### config.mk
export PLATFORM = sky130hd
export DESIGN_NAME = smu_signal_mixer_unit
export DESIGN_NICKNAME = d
export VERILOG_FILES = /design/src/common/smu_pkg.sv /design/src/verilog/smu_fifo.sv /design/src/verilog/smu_signal_mixer_unit.sv
export SDC_FILE = /design/constraint.sdc
export NUM_CORES = 1
export LEC_CHECK = 0
export ABC_AREA = 1
export BUFFER_PORTS_ARGS = -buffer_cell sky130_fd_sc_hd__buf_4
export CORE_AREA = 2 2 171 173
export DETAILED_ROUTE_END_ITERATION = 10
export DIE_AREA = 0 0 173 175
export PLACE_DENSITY = 0.63
export SETUP_SLACK_MARGIN = 0.05
export SYNTH_ARGS = -nofsm -noshare
export SYNTH_HDL_FRONTEND = slang
export SYNTH_SLANG_ARGS = --single-unit
### constraint.sdc
create_clock -name i_clk -period 4.3 [get_ports i_clk]
set_input_delay 0.43 -clock i_clk [delete_from_list [all_inputs] [get_ports i_clk]]
set_output_delay 0.43 -clock i_clk [all_outputs]
set_load 0.02 [all_outputs]
### src/common/smu_pkg.sv
// constants shared by the signal mixer unit and its stream buffer
package smu_pkg;
  localparam int unsigned ADDR_W = 16;
  localparam int unsigned DATA_W = 32;
  // register indexes, byte address is four times the index
  localparam logic [13:0] IDX_CON0   = 14'h0F51;
  localparam logic [13:0] IDX_CON1   = 14'h0F52;
  localparam logic [13:0] IDX_SRC    = 14'h0F53;
  localparam logic [13:0] IDX_LCAR   = 14'h0F54;
  localparam logic [13:0] IDX_HCAR   = 14'h0F55;
  localparam logic [13:0] IDX_STREAM = 14'h0F56;
  localparam logic [13:0] IDX_RATE   = 14'h0F57;
  // control field positions
  localparam int unsigned CON0_EN     = 7;
  localparam int unsigned CON0_OUT    = 5;
  localparam int unsigned CON0_OINV   = 4;
  localparam int unsigned CON0_BIT    = 0;
  localparam int unsigned CON1_HINV   = 5;
  localparam int unsigned CON1_HSYNC  = 4;
  localparam int unsigned CON1_LINV   = 1;
  localparam int unsigned CON1_LSYNC  = 0;
  localparam int unsigned STR_ACTIVE  = 8;
  // reset values
  localparam logic [3:0]  RST_SRC  = 4'h0;
  localparam logic [2:0]  RST_CAR  = 3'h0;
  localparam logic [15:0] RST_RATE = 16'h0000;
  // modulator source codes
  localparam logic [3:0] MSRC_PIN  = 4'h0;
  localparam logic [3:0] MSRC_SW   = 4'h1;
  localparam logic [3:0] MSRC_CC1  = 4'h2;
  localparam logic [3:0] MSRC_CC2  = 4'h3;
  localparam logic [3:0] MSRC_PW3  = 4'h4;
  localparam logic [3:0] MSRC_PW4  = 4'h5;
  localparam logic [3:0] MSRC_COMPARATOR_ONE_OUT = 4'h6;
  localparam logic [3:0] MSRC_COMPARATOR_TWO_OUT = 4'h7;
  localparam logic [3:0] MSRC_RX   = 4'h8;
  localparam logic [3:0] MSRC_TX   = 4'h9;
  localparam logic [3:0] MSRC_SDO  = 4'hA;
  // carrier source codes
  localparam logic [2:0] CSRC_PIN  = 3'h0;
  localparam logic [2:0] CSRC_SYS  = 3'h1;
  localparam logic [2:0] CSRC_FAST = 3'h2;
  localparam logic [2:0] CSRC_REF  = 3'h3;
  localparam logic [2:0] CSRC_CC1  = 3'h4;
  localparam logic [2:0] CSRC_CC2  = 3'h5;
  localparam logic [2:0] CSRC_PW3  = 3'h6;
  localparam logic [2:0] CSRC_PW4  = 3'h7;
  // stream buffer shape and pin synchroniser count
  localparam int unsigned FIFO_W     = 8;
  localparam int unsigned FIFO_DEPTH = 16;
  localparam int unsigned LVL_W      = 5;
  localparam int unsigned SYNC_N     = 5;
  typedef enum logic {APB_IDLE, APB_DONE} smu_apb_state_type;
endpackage

### src/verilog/smu_fifo.sv
// flip-flop fifo with valid/ready on both sides
module smu_fifo #(
  parameter int unsigned WIDTH = 8,
  parameter int unsigned DEPTH = 16
) (
  input  wire logic                       i_clk,
  input  wire logic                       i_rst,
  input  wire logic                       i_in_valid,
  output logic                            o_in_ready,
  input  wire logic [WIDTH-1:0]           i_in_data,
  output logic                            o_out_valid,
  input  wire logic                       i_out_ready,
  output logic [WIDTH-1:0]                o_out_data,
  output logic [$clog2(DEPTH):0]          o_level
);
  localparam int unsigned AW = $clog2(DEPTH);

  logic [WIDTH-1:0] mem_q [DEPTH];
  logic [AW-1:0]    wr_q;
  logic [AW-1:0]    rd_q;
  logic [AW:0]      cnt_q;
  logic             push;
  logic             pop;

  assign o_in_ready  = (cnt_q != (AW+1)'(DEPTH));
  assign o_out_valid = (cnt_q != '0);
  assign o_out_data  = mem_q[rd_q];
  assign o_level     = cnt_q;
  assign push        = i_in_valid & o_in_ready;
  assign pop         = o_out_valid & i_out_ready;

  always_ff @(posedge i_clk) begin
    if (push) begin
      mem_q[wr_q] <= i_in_data;
    end
  end

  // pointers wrap at the depth, which need not be a power of two
  always_ff @(posedge i_clk or posedge i_rst) begin
    if (i_rst) begin
      wr_q  <= '0;
      rd_q  <= '0;
      cnt_q <= '0;
    end else begin
      if (push) begin
        wr_q <= (wr_q == AW'(DEPTH - 1)) ? '0 : wr_q + 1'b1;
      end
      if (pop) begin
        rd_q <= (rd_q == AW'(DEPTH - 1)) ? '0 : rd_q + 1'b1;
      end
      cnt_q <= cnt_q + (AW+1)'(push) - (AW+1)'(pop);
    end
  end

  AST_NO_OVERFLOW:
    assert property (@(posedge i_clk) disable iff (i_rst)
      cnt_q == (AW+1)'(DEPTH) && !pop |=> cnt_q == (AW+1)'(DEPTH))
    else $error("fifo level moved while full without a pop");
endmodule

### src/verilog/smu_signal_mixer_unit.sv
// signal mixer unit: apb registers, source muxes, carrier sync, stream feed
// Function
// - output is selected carrier gated by the modulator level
// - modulator high mixes the high carrier
// - modulator low mixes the low carrier
// - setting enable starts modulation
// - clearing enable keeps all source selections
// - re-enabling resumes with retained selections
// - output pin is low while disabled
// - 4-bit field picks the modulator source
// - 3-bit field picks the high carrier source
// - low carrier field uses same encoding, own pin at code zero
// - sources come from peripherals or from pins
// - output is a plain pin signal for output routing
// - high carrier sync delays switch to low until its falling edge
// - low carrier sync delays switch to high until its falling edge
// - carrier invert bits flip each carrier before mixing
// - output invert bit flips the mixed output
//
// The APB register port and the placing of the registers were left to the implementer.
module smu_signal_mixer_unit (
  input  wire logic        i_clk,
  input  wire logic        i_rst,
  input  wire logic        i_psel,
  input  wire logic        i_penable,
  input  wire logic        i_pwrite,
  input  wire logic [15:0] i_paddr,
  input  wire logic [31:0] i_pwdata,
  output logic      [31:0] o_prdata,
  output logic             o_pready,
  output logic             o_pslverr,
  input  wire logic        i_modulator_pin_route,
  input  wire logic        i_high_carrier_pin_route,
  input  wire logic        i_low_carrier_pin_route,
  input  wire logic        i_fast_internal_oscillator,
  input  wire logic        i_reference_clock_output,
  input  wire logic        i_capture_compare_one_out,
  input  wire logic        i_capture_compare_two_out,
  input  wire logic        i_pulse_width_three_out,
  input  wire logic        i_pulse_width_four_out,
  input  wire logic        i_comparator_one_out,
  input  wire logic        i_comparator_two_out,
  input  wire logic        i_async_serial_port_rx,
  input  wire logic        i_async_serial_port_tx,
  input  wire logic        i_sync_serial_port_sdo,
  output logic             o_modulated_output_pin
);
  localparam int unsigned LW = smu_pkg::LVL_W;

  function automatic logic reg_hit(input logic [15:0] addr,
                                   input logic [13:0] idx);
    return addr == {idx, 2'b00};
  endfunction

  function automatic logic carrier_pick(input logic [2:0] sel,
                                        input logic       pin,
                                        input logic       sys,
                                        input logic       fast,
                                        input logic       refc);
    case (sel)
      smu_pkg::CSRC_PIN:  carrier_pick = pin;
      smu_pkg::CSRC_SYS:  carrier_pick = sys;
      smu_pkg::CSRC_FAST: carrier_pick = fast;
      smu_pkg::CSRC_REF:  carrier_pick = refc;
      smu_pkg::CSRC_CC1:  carrier_pick = i_capture_compare_one_out;
      smu_pkg::CSRC_CC2:  carrier_pick = i_capture_compare_two_out;
      smu_pkg::CSRC_PW3:  carrier_pick = i_pulse_width_three_out;
      smu_pkg::CSRC_PW4:  carrier_pick = i_pulse_width_four_out;
      default:            carrier_pick = 1'b0;
    endcase
  endfunction

  // ---- pin synchronisers: three stages, change accepted on agreement
  logic [smu_pkg::SYNC_N-1:0] async_in;
  logic [smu_pkg::SYNC_N-1:0] pin_v;
  assign async_in = {i_reference_clock_output, i_fast_internal_oscillator,
                     i_low_carrier_pin_route, i_high_carrier_pin_route,
                     i_modulator_pin_route};

  for (genvar g = 0; g < smu_pkg::SYNC_N; g++) begin : g_sync
    logic s1_q;
    logic s2_q;
    logic s3_q;
    logic v_q;
    always_ff @(posedge i_clk or posedge i_rst) begin
      if (i_rst) begin
        s1_q <= 1'b0;
        s2_q <= 1'b0;
        s3_q <= 1'b0;
        v_q  <= 1'b0;
      end else begin
        s1_q <= async_in[g];
        s2_q <= s1_q;
        s3_q <= s2_q;
        if (s2_q == s3_q) begin
          v_q <= s3_q;
        end
      end
    end
    assign pin_v[g] = v_q;
  end

  // ---- registers
  logic        en_q;
  logic        oinv_q;
  logic        bit_q;
  logic        hinv_q;
  logic        hsync_q;
  logic        linv_q;
  logic        lsync_q;
  logic [3:0]  src_q;
  logic [2:0]  lsel_q;
  logic [2:0]  hsel_q;
  logic [15:0] rate_q;
  logic        out_q;
  smu_pkg::smu_apb_state_type st_q;
  logic        pready_q;
  logic        pslverr_q;
  logic [31:0] prdata_q;

  // ---- apb decode
  logic        acc;
  logic        hit_con0;
  logic        hit_con1;
  logic        hit_src;
  logic        hit_lcar;
  logic        hit_hcar;
  logic        hit_stream;
  logic        hit_rate;
  logic        mapped;
  logic        stall;
  logic        commit;
  logic        wr;
  logic [31:0] rd_data;
  logic        fifo_in_ready;
  logic        fifo_out_valid;
  logic [7:0]  fifo_out_data;
  logic [LW-1:0] fifo_level;
  logic        stream_active;

  assign acc        = i_psel & i_penable;
  assign hit_con0   = reg_hit(i_paddr, smu_pkg::IDX_CON0);
  assign hit_con1   = reg_hit(i_paddr, smu_pkg::IDX_CON1);
  assign hit_src    = reg_hit(i_paddr, smu_pkg::IDX_SRC);
  assign hit_lcar   = reg_hit(i_paddr, smu_pkg::IDX_LCAR);
  assign hit_hcar   = reg_hit(i_paddr, smu_pkg::IDX_HCAR);
  assign hit_stream = reg_hit(i_paddr, smu_pkg::IDX_STREAM);
  assign hit_rate   = reg_hit(i_paddr, smu_pkg::IDX_RATE);
  assign mapped     = hit_con0 | hit_con1 | hit_src | hit_lcar | hit_hcar
                    | hit_stream | hit_rate;
  // a stream write waits in the access phase until the buffer has room
  assign stall      = hit_stream & i_pwrite & ~fifo_in_ready;
  assign commit     = acc & (st_q == smu_pkg::APB_DONE);
  assign wr         = commit & i_pwrite & mapped;

  assign rd_data =
    hit_con0 ? {24'h0000_00, en_q, 1'b0, out_q, oinv_q, 3'h0, bit_q} :
    hit_con1 ? {24'h0000_00, 2'h0, hinv_q, hsync_q, 2'h0, linv_q,
                lsync_q} :
    hit_src  ? {28'h000_0000, src_q} :
    hit_lcar ? {29'h0000_0000, lsel_q} :
    hit_hcar ? {29'h0000_0000, hsel_q} :
    hit_stream ? {23'h00_0000, stream_active, 3'h0, fifo_level} :
    hit_rate ? {16'h0000, rate_q} : 32'h0000_0000;

  always_ff @(posedge i_clk or posedge i_rst) begin
    if (i_rst) begin
      st_q      <= smu_pkg::APB_IDLE;
      pready_q  <= 1'b0;
      pslverr_q <= 1'b0;
      prdata_q  <= 32'h0000_0000;
    end else if (st_q == smu_pkg::APB_IDLE) begin
      if (acc && !stall) begin
        st_q      <= smu_pkg::APB_DONE;
        pready_q  <= 1'b1;
        pslverr_q <= ~mapped;
        prdata_q  <= i_pwrite ? 32'h0000_0000 : rd_data;
      end
    end else begin
      st_q      <= smu_pkg::APB_IDLE;
      pready_q  <= 1'b0;
      pslverr_q <= 1'b0;
    end
  end

  always_ff @(posedge i_clk or posedge i_rst) begin
    if (i_rst) begin
      en_q     <= 1'b0;
      oinv_q   <= 1'b0;
      bit_q    <= 1'b0;
      hinv_q   <= 1'b0;
      hsync_q  <= 1'b0;
      linv_q   <= 1'b0;
      lsync_q  <= 1'b0;
      src_q    <= smu_pkg::RST_SRC;
      lsel_q   <= smu_pkg::RST_CAR;
      hsel_q   <= smu_pkg::RST_CAR;
      rate_q   <= smu_pkg::RST_RATE;
    end else if (wr) begin
      if (hit_con0) begin
        en_q   <= i_pwdata[smu_pkg::CON0_EN];
        oinv_q <= i_pwdata[smu_pkg::CON0_OINV];
        bit_q  <= i_pwdata[smu_pkg::CON0_BIT];
      end
      if (hit_con1) begin
        hinv_q  <= i_pwdata[smu_pkg::CON1_HINV];
        hsync_q <= i_pwdata[smu_pkg::CON1_HSYNC];
        linv_q  <= i_pwdata[smu_pkg::CON1_LINV];
        lsync_q <= i_pwdata[smu_pkg::CON1_LSYNC];
      end
      // selections only change by their own writes
      if (hit_src) begin
        src_q <= i_pwdata[3:0];
      end
      if (hit_lcar) begin
        lsel_q <= i_pwdata[2:0];
      end
      if (hit_hcar) begin
        hsel_q <= i_pwdata[2:0];
      end
      if (hit_rate) begin
        rate_q <= i_pwdata[15:0];
      end
    end
  end

  // ---- software bit stream: bytes shifted out lsb first per rate tick
  logic [15:0] div_q;
  logic        tick;
  logic [7:0]  shift_q;
  logic [3:0]  left_q;
  logic        drain_on;
  logic        pop;
  logic        sw_bit;

  assign tick          = (div_q == rate_q);
  assign drain_on      = en_q & (src_q == smu_pkg::MSRC_SW);
  assign pop           = tick & drain_on & (left_q <= 4'h1) & fifo_out_valid;
  assign stream_active = (left_q != 4'h0);
  // the buffered stream overrides the static bit while it has data
  assign sw_bit        = stream_active ? shift_q[0] : bit_q;

  smu_fifo #(
    .WIDTH (smu_pkg::FIFO_W),
    .DEPTH (smu_pkg::FIFO_DEPTH)
  ) u_fifo (
    .i_clk       (i_clk),
    .i_rst       (i_rst),
    .i_in_valid  (wr & hit_stream),
    .o_in_ready  (fifo_in_ready),
    .i_in_data   (i_pwdata[7:0]),
    .o_out_valid (fifo_out_valid),
    .i_out_ready (pop),
    .o_out_data  (fifo_out_data),
    .o_level     (fifo_level)
  );

  always_ff @(posedge i_clk or posedge i_rst) begin
    if (i_rst) begin
      div_q   <= 16'h0000;
      shift_q <= 8'h00;
      left_q  <= 4'h0;
    end else begin
      div_q <= tick ? 16'h0000 : div_q + 16'h0001;
      if (pop) begin
        shift_q <= fifo_out_data;
        left_q  <= 4'h8;
      end else if (tick && drain_on && left_q != 4'h0) begin
        shift_q <= {1'b0, shift_q[7:1]};
        left_q  <= left_q - 4'h1;
      end
    end
  end

  // ---- source selection and mixing
  logic sys_q;
  logic modv;
  logic hcar;
  logic lcar;
  logic carrier_high_prev_q;
  logic carrier_low_prev_q;
  logic hfall;
  logic lfall;
  logic go_low;
  logic go_high;
  logic sel_high_q;
  logic sel_high_d;
  logic mix_w;

  assign modv =
    (src_q == smu_pkg::MSRC_PIN)  ? pin_v[0] :
    (src_q == smu_pkg::MSRC_SW)   ? sw_bit :
    (src_q == smu_pkg::MSRC_CC1)  ? i_capture_compare_one_out :
    (src_q == smu_pkg::MSRC_CC2)  ? i_capture_compare_two_out :
    (src_q == smu_pkg::MSRC_PW3)  ? i_pulse_width_three_out :
    (src_q == smu_pkg::MSRC_PW4)  ? i_pulse_width_four_out :
    (src_q == smu_pkg::MSRC_COMPARATOR_ONE_OUT) ? i_comparator_one_out :
    (src_q == smu_pkg::MSRC_COMPARATOR_TWO_OUT) ? i_comparator_two_out :
    (src_q == smu_pkg::MSRC_RX)   ? i_async_serial_port_rx :
    (src_q == smu_pkg::MSRC_TX)   ? i_async_serial_port_tx :
    (src_q == smu_pkg::MSRC_SDO)  ? i_sync_serial_port_sdo : 1'b0;

  assign hcar = carrier_pick(hsel_q, pin_v[1], sys_q, pin_v[3], pin_v[4])
              ^ hinv_q;
  assign lcar = carrier_pick(lsel_q, pin_v[2], sys_q, pin_v[3], pin_v[4])
              ^ linv_q;

  assign hfall = carrier_high_prev_q & ~hcar;
  assign lfall = carrier_low_prev_q & ~lcar;
  assign go_low  = sel_high_q & ~modv & (~hsync_q | hfall);
  assign go_high = ~sel_high_q & modv & (~lsync_q | lfall);
  assign sel_high_d = go_low ? 1'b0 : (go_high ? 1'b1 : sel_high_q);
  assign mix_w = sel_high_d ? hcar : lcar;

  // the system clock carrier can only be shown at half rate here
  always_ff @(posedge i_clk or posedge i_rst) begin
    if (i_rst) begin
      sys_q       <= 1'b0;
      carrier_high_prev_q <= 1'b0;
      carrier_low_prev_q <= 1'b0;
      sel_high_q  <= 1'b0;
      out_q       <= 1'b0;
    end else begin
      sys_q       <= ~sys_q;
      carrier_high_prev_q <= hcar;
      carrier_low_prev_q <= lcar;
      sel_high_q  <= sel_high_d;
      out_q       <= en_q & (mix_w ^ oinv_q);
    end
  end

  assign o_modulated_output_pin = out_q;
  assign o_prdata  = prdata_q;
  assign o_pready  = pready_q;
  assign o_pslverr = pslverr_q;

  AST_OFF_LOW:
    assert property (@(posedge i_clk) disable iff (i_rst)
      !en_q |=> !o_modulated_output_pin)
    else $error("output not low while disabled");
  AST_HIGH_PATH:
    assert property (@(posedge i_clk) disable iff (i_rst)
      en_q && !oinv_q && modv && !sel_high_q && !lsync_q
      |=> o_modulated_output_pin == $past(hcar))
    else $error("high carrier not mixed while modulator high");
  AST_LOW_PATH:
    assert property (@(posedge i_clk) disable iff (i_rst)
      en_q && !oinv_q && !modv && sel_high_q && !hsync_q
      |=> o_modulated_output_pin == $past(lcar))
    else $error("low carrier not mixed while modulator low");
  AST_INVERT:
    assert property (@(posedge i_clk) disable iff (i_rst)
      en_q && oinv_q |=> o_modulated_output_pin != $past(mix_w))
    else $error("output not inverted");
  AST_HOLD_HIGH:
    assert property (@(posedge i_clk) disable iff (i_rst)
      sel_high_q && hsync_q && !hfall |=> sel_high_q)
    else $error("left high carrier before its falling edge");
  AST_HOLD_LOW:
    assert property (@(posedge i_clk) disable iff (i_rst)
      !sel_high_q && lsync_q && !lfall |=> !sel_high_q)
    else $error("left low carrier before its falling edge");
  AST_RSV_SRC:
    assert property (@(posedge i_clk) disable iff (i_rst)
      src_q > smu_pkg::MSRC_SDO |-> !modv)
    else $error("reserved modulator code not low");
  AST_SW_BIT:
    assert property (@(posedge i_clk) disable iff (i_rst)
      src_q == smu_pkg::MSRC_SW && !stream_active |-> modv == bit_q)
    else $error("software bit not selected");
  AST_KEEP_SEL:
    assert property (@(posedge i_clk) disable iff (i_rst)
      $fell(en_q) |-> $stable(src_q) && $stable(hsel_q) && $stable(lsel_q))
    else $error("selections changed when disabled");
  AST_ENABLE_TRACK:
    assert property (@(posedge i_clk) disable iff (i_rst)
      $rose(en_q) && !oinv_q ##0 mix_w[*2] |=> o_modulated_output_pin)
    else $error("enable did not start modulation");
endmodule

Yosys cells after proc, flatten, opt, wreduce, memory -nomap -nowiden

Memories as Yosys holds them, arrays and structs flattened.
Index checks and enable logic that the tools add are counted.

Input port bits: 67
Output and inout bits: 35
Memory bits (writable): 128
Bits in read-only memories: 0
Latch bits: 0
Memories kept: 1
Logic and storage cells: 193
Bits in registers: 134

Memory list:

| name         | words | width | rd ports | clocked after Yosys merged registers in | write ports | line           | source |
|---|---|---|---|---|---|---|---|
| u_fifo.mem_q | 16    | 8     | 1        | 0                                       | 1           | smu_fifo.sv:18 | `logic [WIDTH-1:0] mem_q [DEPTH];` |

Reduce and logical (&&, ||, !) cells: 18
Multipliers: 0
Add/subtract/negate cells: 6
Mux-type cells: 40
Div/mod/pow operators: 0
Equality and inequality tests: 40
Shift operators: 0
Bitwise operators: 41
Order comparisons: 1

Operators by type and width:

| operator                                                                 | count |
|---|---|
| 16-bit 2-to-1 mux                                                        | 9 |
| 16-bit by 14-bit equality test with 1-bit output (second input constant) | 7 |
| 3-bit equality test (second input constant)                              | 8 |
| 1-bit 2-to-1 mux                                                         | 23 |
| 1-bit AND                                                                | 20 |
| 4-bit equality test (second input constant)                              | 5 |
| 16-bit by 1-bit adder with 16-bit output (second input constant)         | 1 |
| 16-bit equality test                                                     | 1 |
| 4-bit by 3-bit equality test with 1-bit output (second input constant)   | 4 |
| 4-bit 2-to-1 mux                                                         | 4 |
| 8-bit 2-to-1 mux                                                         | 2 |
| 1-bit one-hot mux with 8 select lines                                    | 2 |
| 2-bit AND reduction                                                      | 7 |
| 3-bit by 2-bit equality test with 1-bit output (second input constant)   | 4 |
| 1-bit inverter                                                           | 10 |
| 4-bit by 1-bit adder with 4-bit output (second input constant)           | 2 |
| 4-bit by 2-bit equality test with 1-bit output (second input constant)   | 2 |
| 1-bit bitwise OR                                                         | 8 |
| 3-bit by 1-bit equality test with 1-bit output (second input constant)   | 2 |
| 3-bit zero test                                                          | 2 |
| 5-bit by 1-bit adder with 5-bit output                                   | 1 |
| 1-bit equality test                                                      | 5 |
| 5-bit != test (second input constant)                                    | 1 |
| 5-bit nonzero test                                                       | 1 |
| other kinds (10)                                                         | 15 |

Logic depth before layout (Yosys ltp)

Depth in word-level cells: 19
Gate-level depth with buffers: 17
Depth with buffers taken out: 17

Modules after synthesis

From an unflattened synthesis, not the netlist that was laid out.

Cell total of the unflattened synthesis: 1311
Area, all modules: 11848.9 µm²

Modules (own cells, without submodules):

| module                | area each (µm²) | seq. area each (µm²) | instances | cells an instance |
|---|---|---|---|---|
| smu_fifo              | 6416.2          | 4169.0               | 1         | 658 |
| smu_signal_mixer_unit | 5432.7          | 2627.5               | 1         | 653 |

Worst setup path after synthesis

No wires, ideal clock.

Path type: register to register
From: register src_q[1]
To: register u_fifo.cnt_q[4], in the netlist u_fifo.o_level[4]
Clock period less this slack: 2.808 ns
Arrival: 2.680 ns
Setup time: 0.128 ns
Slack: 1.492 ns
Data required time: 4.172 ns
Stages on the path, launching flop included: 18
Buffers on the path: 2
Cells stage by stage: dfrtp_1 > buf_2 > inv_1 > nand2_1 > nor3_2 > nand2_1 > nor3_2 > nand2_1 > inv_1 > buf_6 > ha_1 > inv_1 > ha_1 > inv_1 > fa_1 > o21ai_0 > a21oi_1 > xor2_1

Cells in the longest elaborated chain, start to end: 7

RTL lines:

| item                                           | line                         | source |
|---|---|---|
| from (decl)                                    | smu_signal_mixer_unit.sv:111 | `logic [3:0] src_q;` |
| from (signal assigned)                         | smu_signal_mixer_unit.sv:195 | `src_q <= smu_pkg::RST_SRC;` |
| from (signal assigned)                         | smu_signal_mixer_unit.sv:213 | `src_q <= i_pwdata[3:0];` |
| 4-bit by 1-bit equality test with 1-bit output | smu_signal_mixer_unit.sv:237 | `assign drain_on = en_q & (src_q == smu_pkg::MSRC_SW);` |
| 1-bit AND                                      | smu_signal_mixer_unit.sv:237 |  |
| 1-bit AND (3 in series)                        | smu_signal_mixer_unit.sv:238 | `assign pop = tick & drain_on & (left_q <= 4'h1) & fifo_out_valid;` |
| 1-bit AND                                      | smu_fifo.sv:30               | `assign pop = o_out_valid & i_out_ready;` |
| named net u_fifo.pop                           | smu_fifo.sv:23               | `logic pop;` |
| 5-bit by 1-bit subtractor with 5-bit output    | smu_fifo.sv:51               | `cnt_q <= cnt_q + (AW+1)'(push) - (AW+1)'(pop);` |
| to (signal assigned)                           | smu_fifo.sv:51               |  |
| to (decl)                                      | smu_fifo.sv:21               | `logic [AW:0] cnt_q;` |

The timed path passes the listed nets, and every way through them passes these cells.
A chain may end at the register's enable or synchronous reset.

Worst setup path after layout

From: register src_q[1]
To: register u_fifo.cnt_q[4], in the netlist u_fifo.o_level[4]

Cells in the longest elaborated chain, start to end: 7

RTL lines:

| item                                           | line |
|---|---|
| 4-bit by 1-bit equality test with 1-bit output | smu_signal_mixer_unit.sv:237 |
| 1-bit AND                                      | smu_signal_mixer_unit.sv:237 |
| 1-bit AND (3 in series)                        | smu_signal_mixer_unit.sv:238 |
| 1-bit AND                                      | smu_fifo.sv:30 |
| 5-bit by 1-bit subtractor with 5-bit output    | smu_fifo.sv:51 |

No other way between the ends.

==> metrics.txt <==
port bufs 69; worst reg2reg endpoint u_fifo.o_level[4]; CTS Buffer Depth 3; hold violation count in the final report 0; detailed-route via count 8200; clock tree from TritonCTS yes; part of the power in registers 51.5%; initial antenna violation count 0; worst skew pair latency around 0.53 ns; final clock period utilization by the worst path between 70 and 80%; First-pass DRT Iterations 5; Clock transition at path regs about 0.060 ns; slew at the pin with the worst max-slew slack between 0.9 and 1 ns; deepest level of the CTS H-tree 1; number of DRC markers in iteration 0 624; Antenna diodes 0; Clock Power Share 45.3%; Routed wire per std cell ~16 um; required time reported for the critical path endpoint between 4 and 5 ns; post-DR vias/cell 5.09; overall track demand over capacity in global routing 17.7%; global-route wire length before repair 42700 um; remaining global-route overflow 0; NumNets Final 1292; share of layout cells above drive strength 1 13.1%; share of total power in combinational logic 3.2%; Ys Warns 0; launch instance of the worst register-to-register path src_q[1]; post-layout min period approximately 3.4 ns; Die Wd 173 um; die boundary height 175 um; Final Non-Filler Cells 1612; final number of setup-violating endpoints 0; total design power 4.87 mW; post-synthesis sequential area ratio 60.8%; Slew headroom about two fifths; count of pins on the block boundary 102; type of the most critical hold path input port to asynchronous set/reset pin; post-synthesis async set-or-reset flop share between 40 and 50%; P per Cell Area about 370 nW/um^2; relative area change from synthesis to final layout 16.4%; setup repair after global routing missed its margin false; standard-cell row count 62; Pins Over Slew Limit 0; number of global-route vias before repair 8035; dominant cell type by area after synthesis sky130_fd_sc_hd__edfxtp_1; clk sinks roughly 250; worst clock skew 0.0230 ns; Post-Route WL 26600 um; highest achievable clock rate just under 300 MHz; leakage power figure 5.54 nW; R2R Setup Slk slightly below 0.9 ns; post-synth top area share 34.4%; ranking of synthesized cells by instance count sky130_fd_sc_hd__nand2_1, sky130_fd_sc_hd__edfxtp_1, sky130_fd_sc_hd__dfrtp_1, sky130_fd_sc_hd__nor2_1, sky130_fd_sc_hd__inv_1; number of distinct library cells after synthesis 47; Critical Setup Path Class flip-flop to flip-flop; reported max-cap violation count 0; dominant cells by area after synthesis sky130_fd_sc_hd__edfxtp_1, sky130_fd_sc_hd__dfrtp_1, sky130_fd_sc_hd__nand2_1; die footprint 30300 um^2; Max VDD drop roughly 0.28 mV; switching power 991 uW; final antenna-violating net count 0; ys flop type sky130_fd_sc_hd__edfxtp_1; Mapped Area 11200 um^2; buffers inserted by post-CTS timing repair 0; total CTS buffers 26; number of gates resized after cts 0; number of remaining DRC errors 0; effective utilization at floorplan ~40%; signal arrival time at the worst endpoint around 3.8 ns; switching fraction of total power 20.3%; outcome finished, final reports clean; clk root buf sky130_fd_sc_hd__clkbuf_16; count of placed standard cells including taps about 1.6k; total negative slack for setup checks 0 ns; number of hold buffers added after cts 5; Cells after Synth 1120; dominant cell by count in the synthesized netlist sky130_fd_sc_hd__nand2_1; pin count of the biggest net entering global routing 58; Mean Syn Cell Area between 9 and 10 um^2; dpl hpwl ~18000 um; internal power contribution 3.88 mW; crit end category flip-flop; global placement routability congestion 0.863; worst reg2reg path depth 15; Worst Setup Start Kind flip-flop; crit-path max FO 14; Core Region between 20000 and 30000 um^2; #FFs+latches synth 246; number of flops mapped to enable cells by yosys between 100 and 150
layout by cell type (no fill, tap or decap), types with 5 or more instances in the layout:
| master | count |
|---|---|
| sky130_fd_sc_hd__a21oi_1 | 34 |
| sky130_fd_sc_hd__mux2_2 | 5 |
| sky130_fd_sc_hd__conb_1 | 16 |
| sky130_fd_sc_hd__nand3_2 | 5 |
| sky130_fd_sc_hd__o31ai_1 | 6 |
| sky130_fd_sc_hd__clkbuf_16 | 27 |
| sky130_fd_sc_hd__o22ai_1 | 7 |
| sky130_fd_sc_hd__dfrtp_1 | 117 |
| sky130_fd_sc_hd__maj3_1 | 5 |
| sky130_fd_sc_hd__clkbuf_8 | 7 |
| sky130_fd_sc_hd__o221ai_1 | 26 |
| sky130_fd_sc_hd__nor2_1 | 118 |
| sky130_fd_sc_hd__nor2_2 | 5 |
| sky130_fd_sc_hd__inv_2 | 5 |
| sky130_fd_sc_hd__xnor2_1 | 10 |
| sky130_fd_sc_hd__dlygate4sd3_1 | 5 |
| sky130_fd_sc_hd__buf_4 | 90 |
| sky130_fd_sc_hd__nand4_1 | 12 |
| sky130_fd_sc_hd__clkbuf_1 | 10 |
| sky130_fd_sc_hd__nor3_1 | 22 |
| sky130_fd_sc_hd__xor2_1 | 6 |
| sky130_fd_sc_hd__edfxtp_1 | 128 |
| sky130_fd_sc_hd__o211ai_1 | 7 |
| sky130_fd_sc_hd__nand3_1 | 80 |
| sky130_fd_sc_hd__inv_1 | 116 |
| sky130_fd_sc_hd__o21ai_0 | 97 |
| sky130_fd_sc_hd__ha_1 | 15 |
| sky130_fd_sc_hd__nand2_1 | 208 |
worst max-delay path by stage:
stage / cells after the start / slack, ns / startpoint / to
final: 15 / 0.87 / src_q[1] / u_fifo.o_level[4]
after global routing: 15 / 0.57 / src_q[1] / u_fifo.o_level[4]
after CTS: 15 / 0.87 / src_q[1] / u_fifo.o_level[4]
after detailed placement: 15 / 0.89 / src_q[1] / u_fifo.o_level[4]
after global placement: 15 / 0.95 / src_q[1] / u_fifo.o_level[4]
after floorplan: 1 / 0.74 / i_rst / bit_q
final cells by class:
class                      instances  area, um^2
clock buffer                      44         810
clock inverter                     3        38.8
fill                            2701       15400
inverter                         123         464
multi-input combinational        717        3710
sequential                       246        6800
tap                              384         480
timing repair buffer              95         726
power groups by stage:
stage | logic [mW] | registers (mW) | clock network (mW)
final | 0.154 | 2.51 | 2.21
after global routing | 0.170 | 2.51 | 2.34
after CTS | 0.157 | 2.51 | 2.25
after detailed placement | 0.153 | 2.56 | 0
after global placement | 0.151 | 2.55 | 0
after floorplan | 0.0716 | 2.56 | 0
through the flow:
stage	hold WS [ns]	worst slack [ns]	instance area [um^2]	util, %
6_report	0.0113	0.874	13000	45.9
5_1_grt	0.0820	0.565	13000	45.9
4_1_cts	0.0350	0.870	13000	45.9
3_5_place_dp	0.340	0.891	12100	42.7
3_3_place_gp	0.334	0.952	12100	42.7
2_1_floorplan	0.331	0.741	11200	-
per-layer routing:
metal | global-route usage, % | wire length [um] | up-vias
met2 | 29.4 | 12500 | 238
li1 | - | - | 3965
met3 | 2.74 | 1320 | 47
met4 | 6.00 | 834 | 0
met5 | 0 | 0 | -
met1 | 23.6 | 11900 | 3950
worst max-delay path, cell delays in order, from the launching register on:
cell and delay (ns):
sky130_fd_sc_hd__dfrtp_1 0.47, sky130_fd_sc_hd__inv_1 0.17, sky130_fd_sc_hd__nand2_1 0.09, sky130_fd_sc_hd__nor3_2 0.26
sky130_fd_sc_hd__nand2_1 0.11, sky130_fd_sc_hd__nor3_2 0.22, sky130_fd_sc_hd__nand2_1 0.18, sky130_fd_sc_hd__inv_1 0.36
sky130_fd_sc_hd__ha_1 0.31, sky130_fd_sc_hd__inv_1 0.06, sky130_fd_sc_hd__ha_1 0.15, sky130_fd_sc_hd__inv_1 0.06
sky130_fd_sc_hd__fa_1 0.42, sky130_fd_sc_hd__o21ai_0 0.20, sky130_fd_sc_hd__a21oi_1 0.11, sky130_fd_sc_hd__xor2_1 0.15
registers in the layout, indices dropped and copies added, names as in the netlist, 3 cells and up:
register	flops
u_fifo.rd_q	4
shift_q	8
g_sync.s2_q	5
u_fifo.o_level	5
g_sync.v_q	5
hsel_q	3
u_fifo.wr_q	4
g_sync.s3_q	5
div_q	16
lsel_q	3
u_fifo.mem_q	128
rate_q	16
g_sync.s1_q	5
o_prdata	16
src_q	4
left_q	4
cell families (layout without fill, tap and decap cells):
logic type / Yosys count / count (layout) / synth area share, %
buffers and inverters: 172 / 265 / 6.59
AOI/OAI and AO/OA: 189 / 189 / 10.0
DFF: 246 / 246 / 60.8
muxes: 5 / 5 / 0.503
xor gates and xnor gates: 16 / 16 / 1.25
adders and majority gates: 21 / 21 / 2.30
and+or+nand+nor: 470 / 470 / 18.5
other: 1 / 16 / 0.0335
Power figures use the tool's default switching activity.
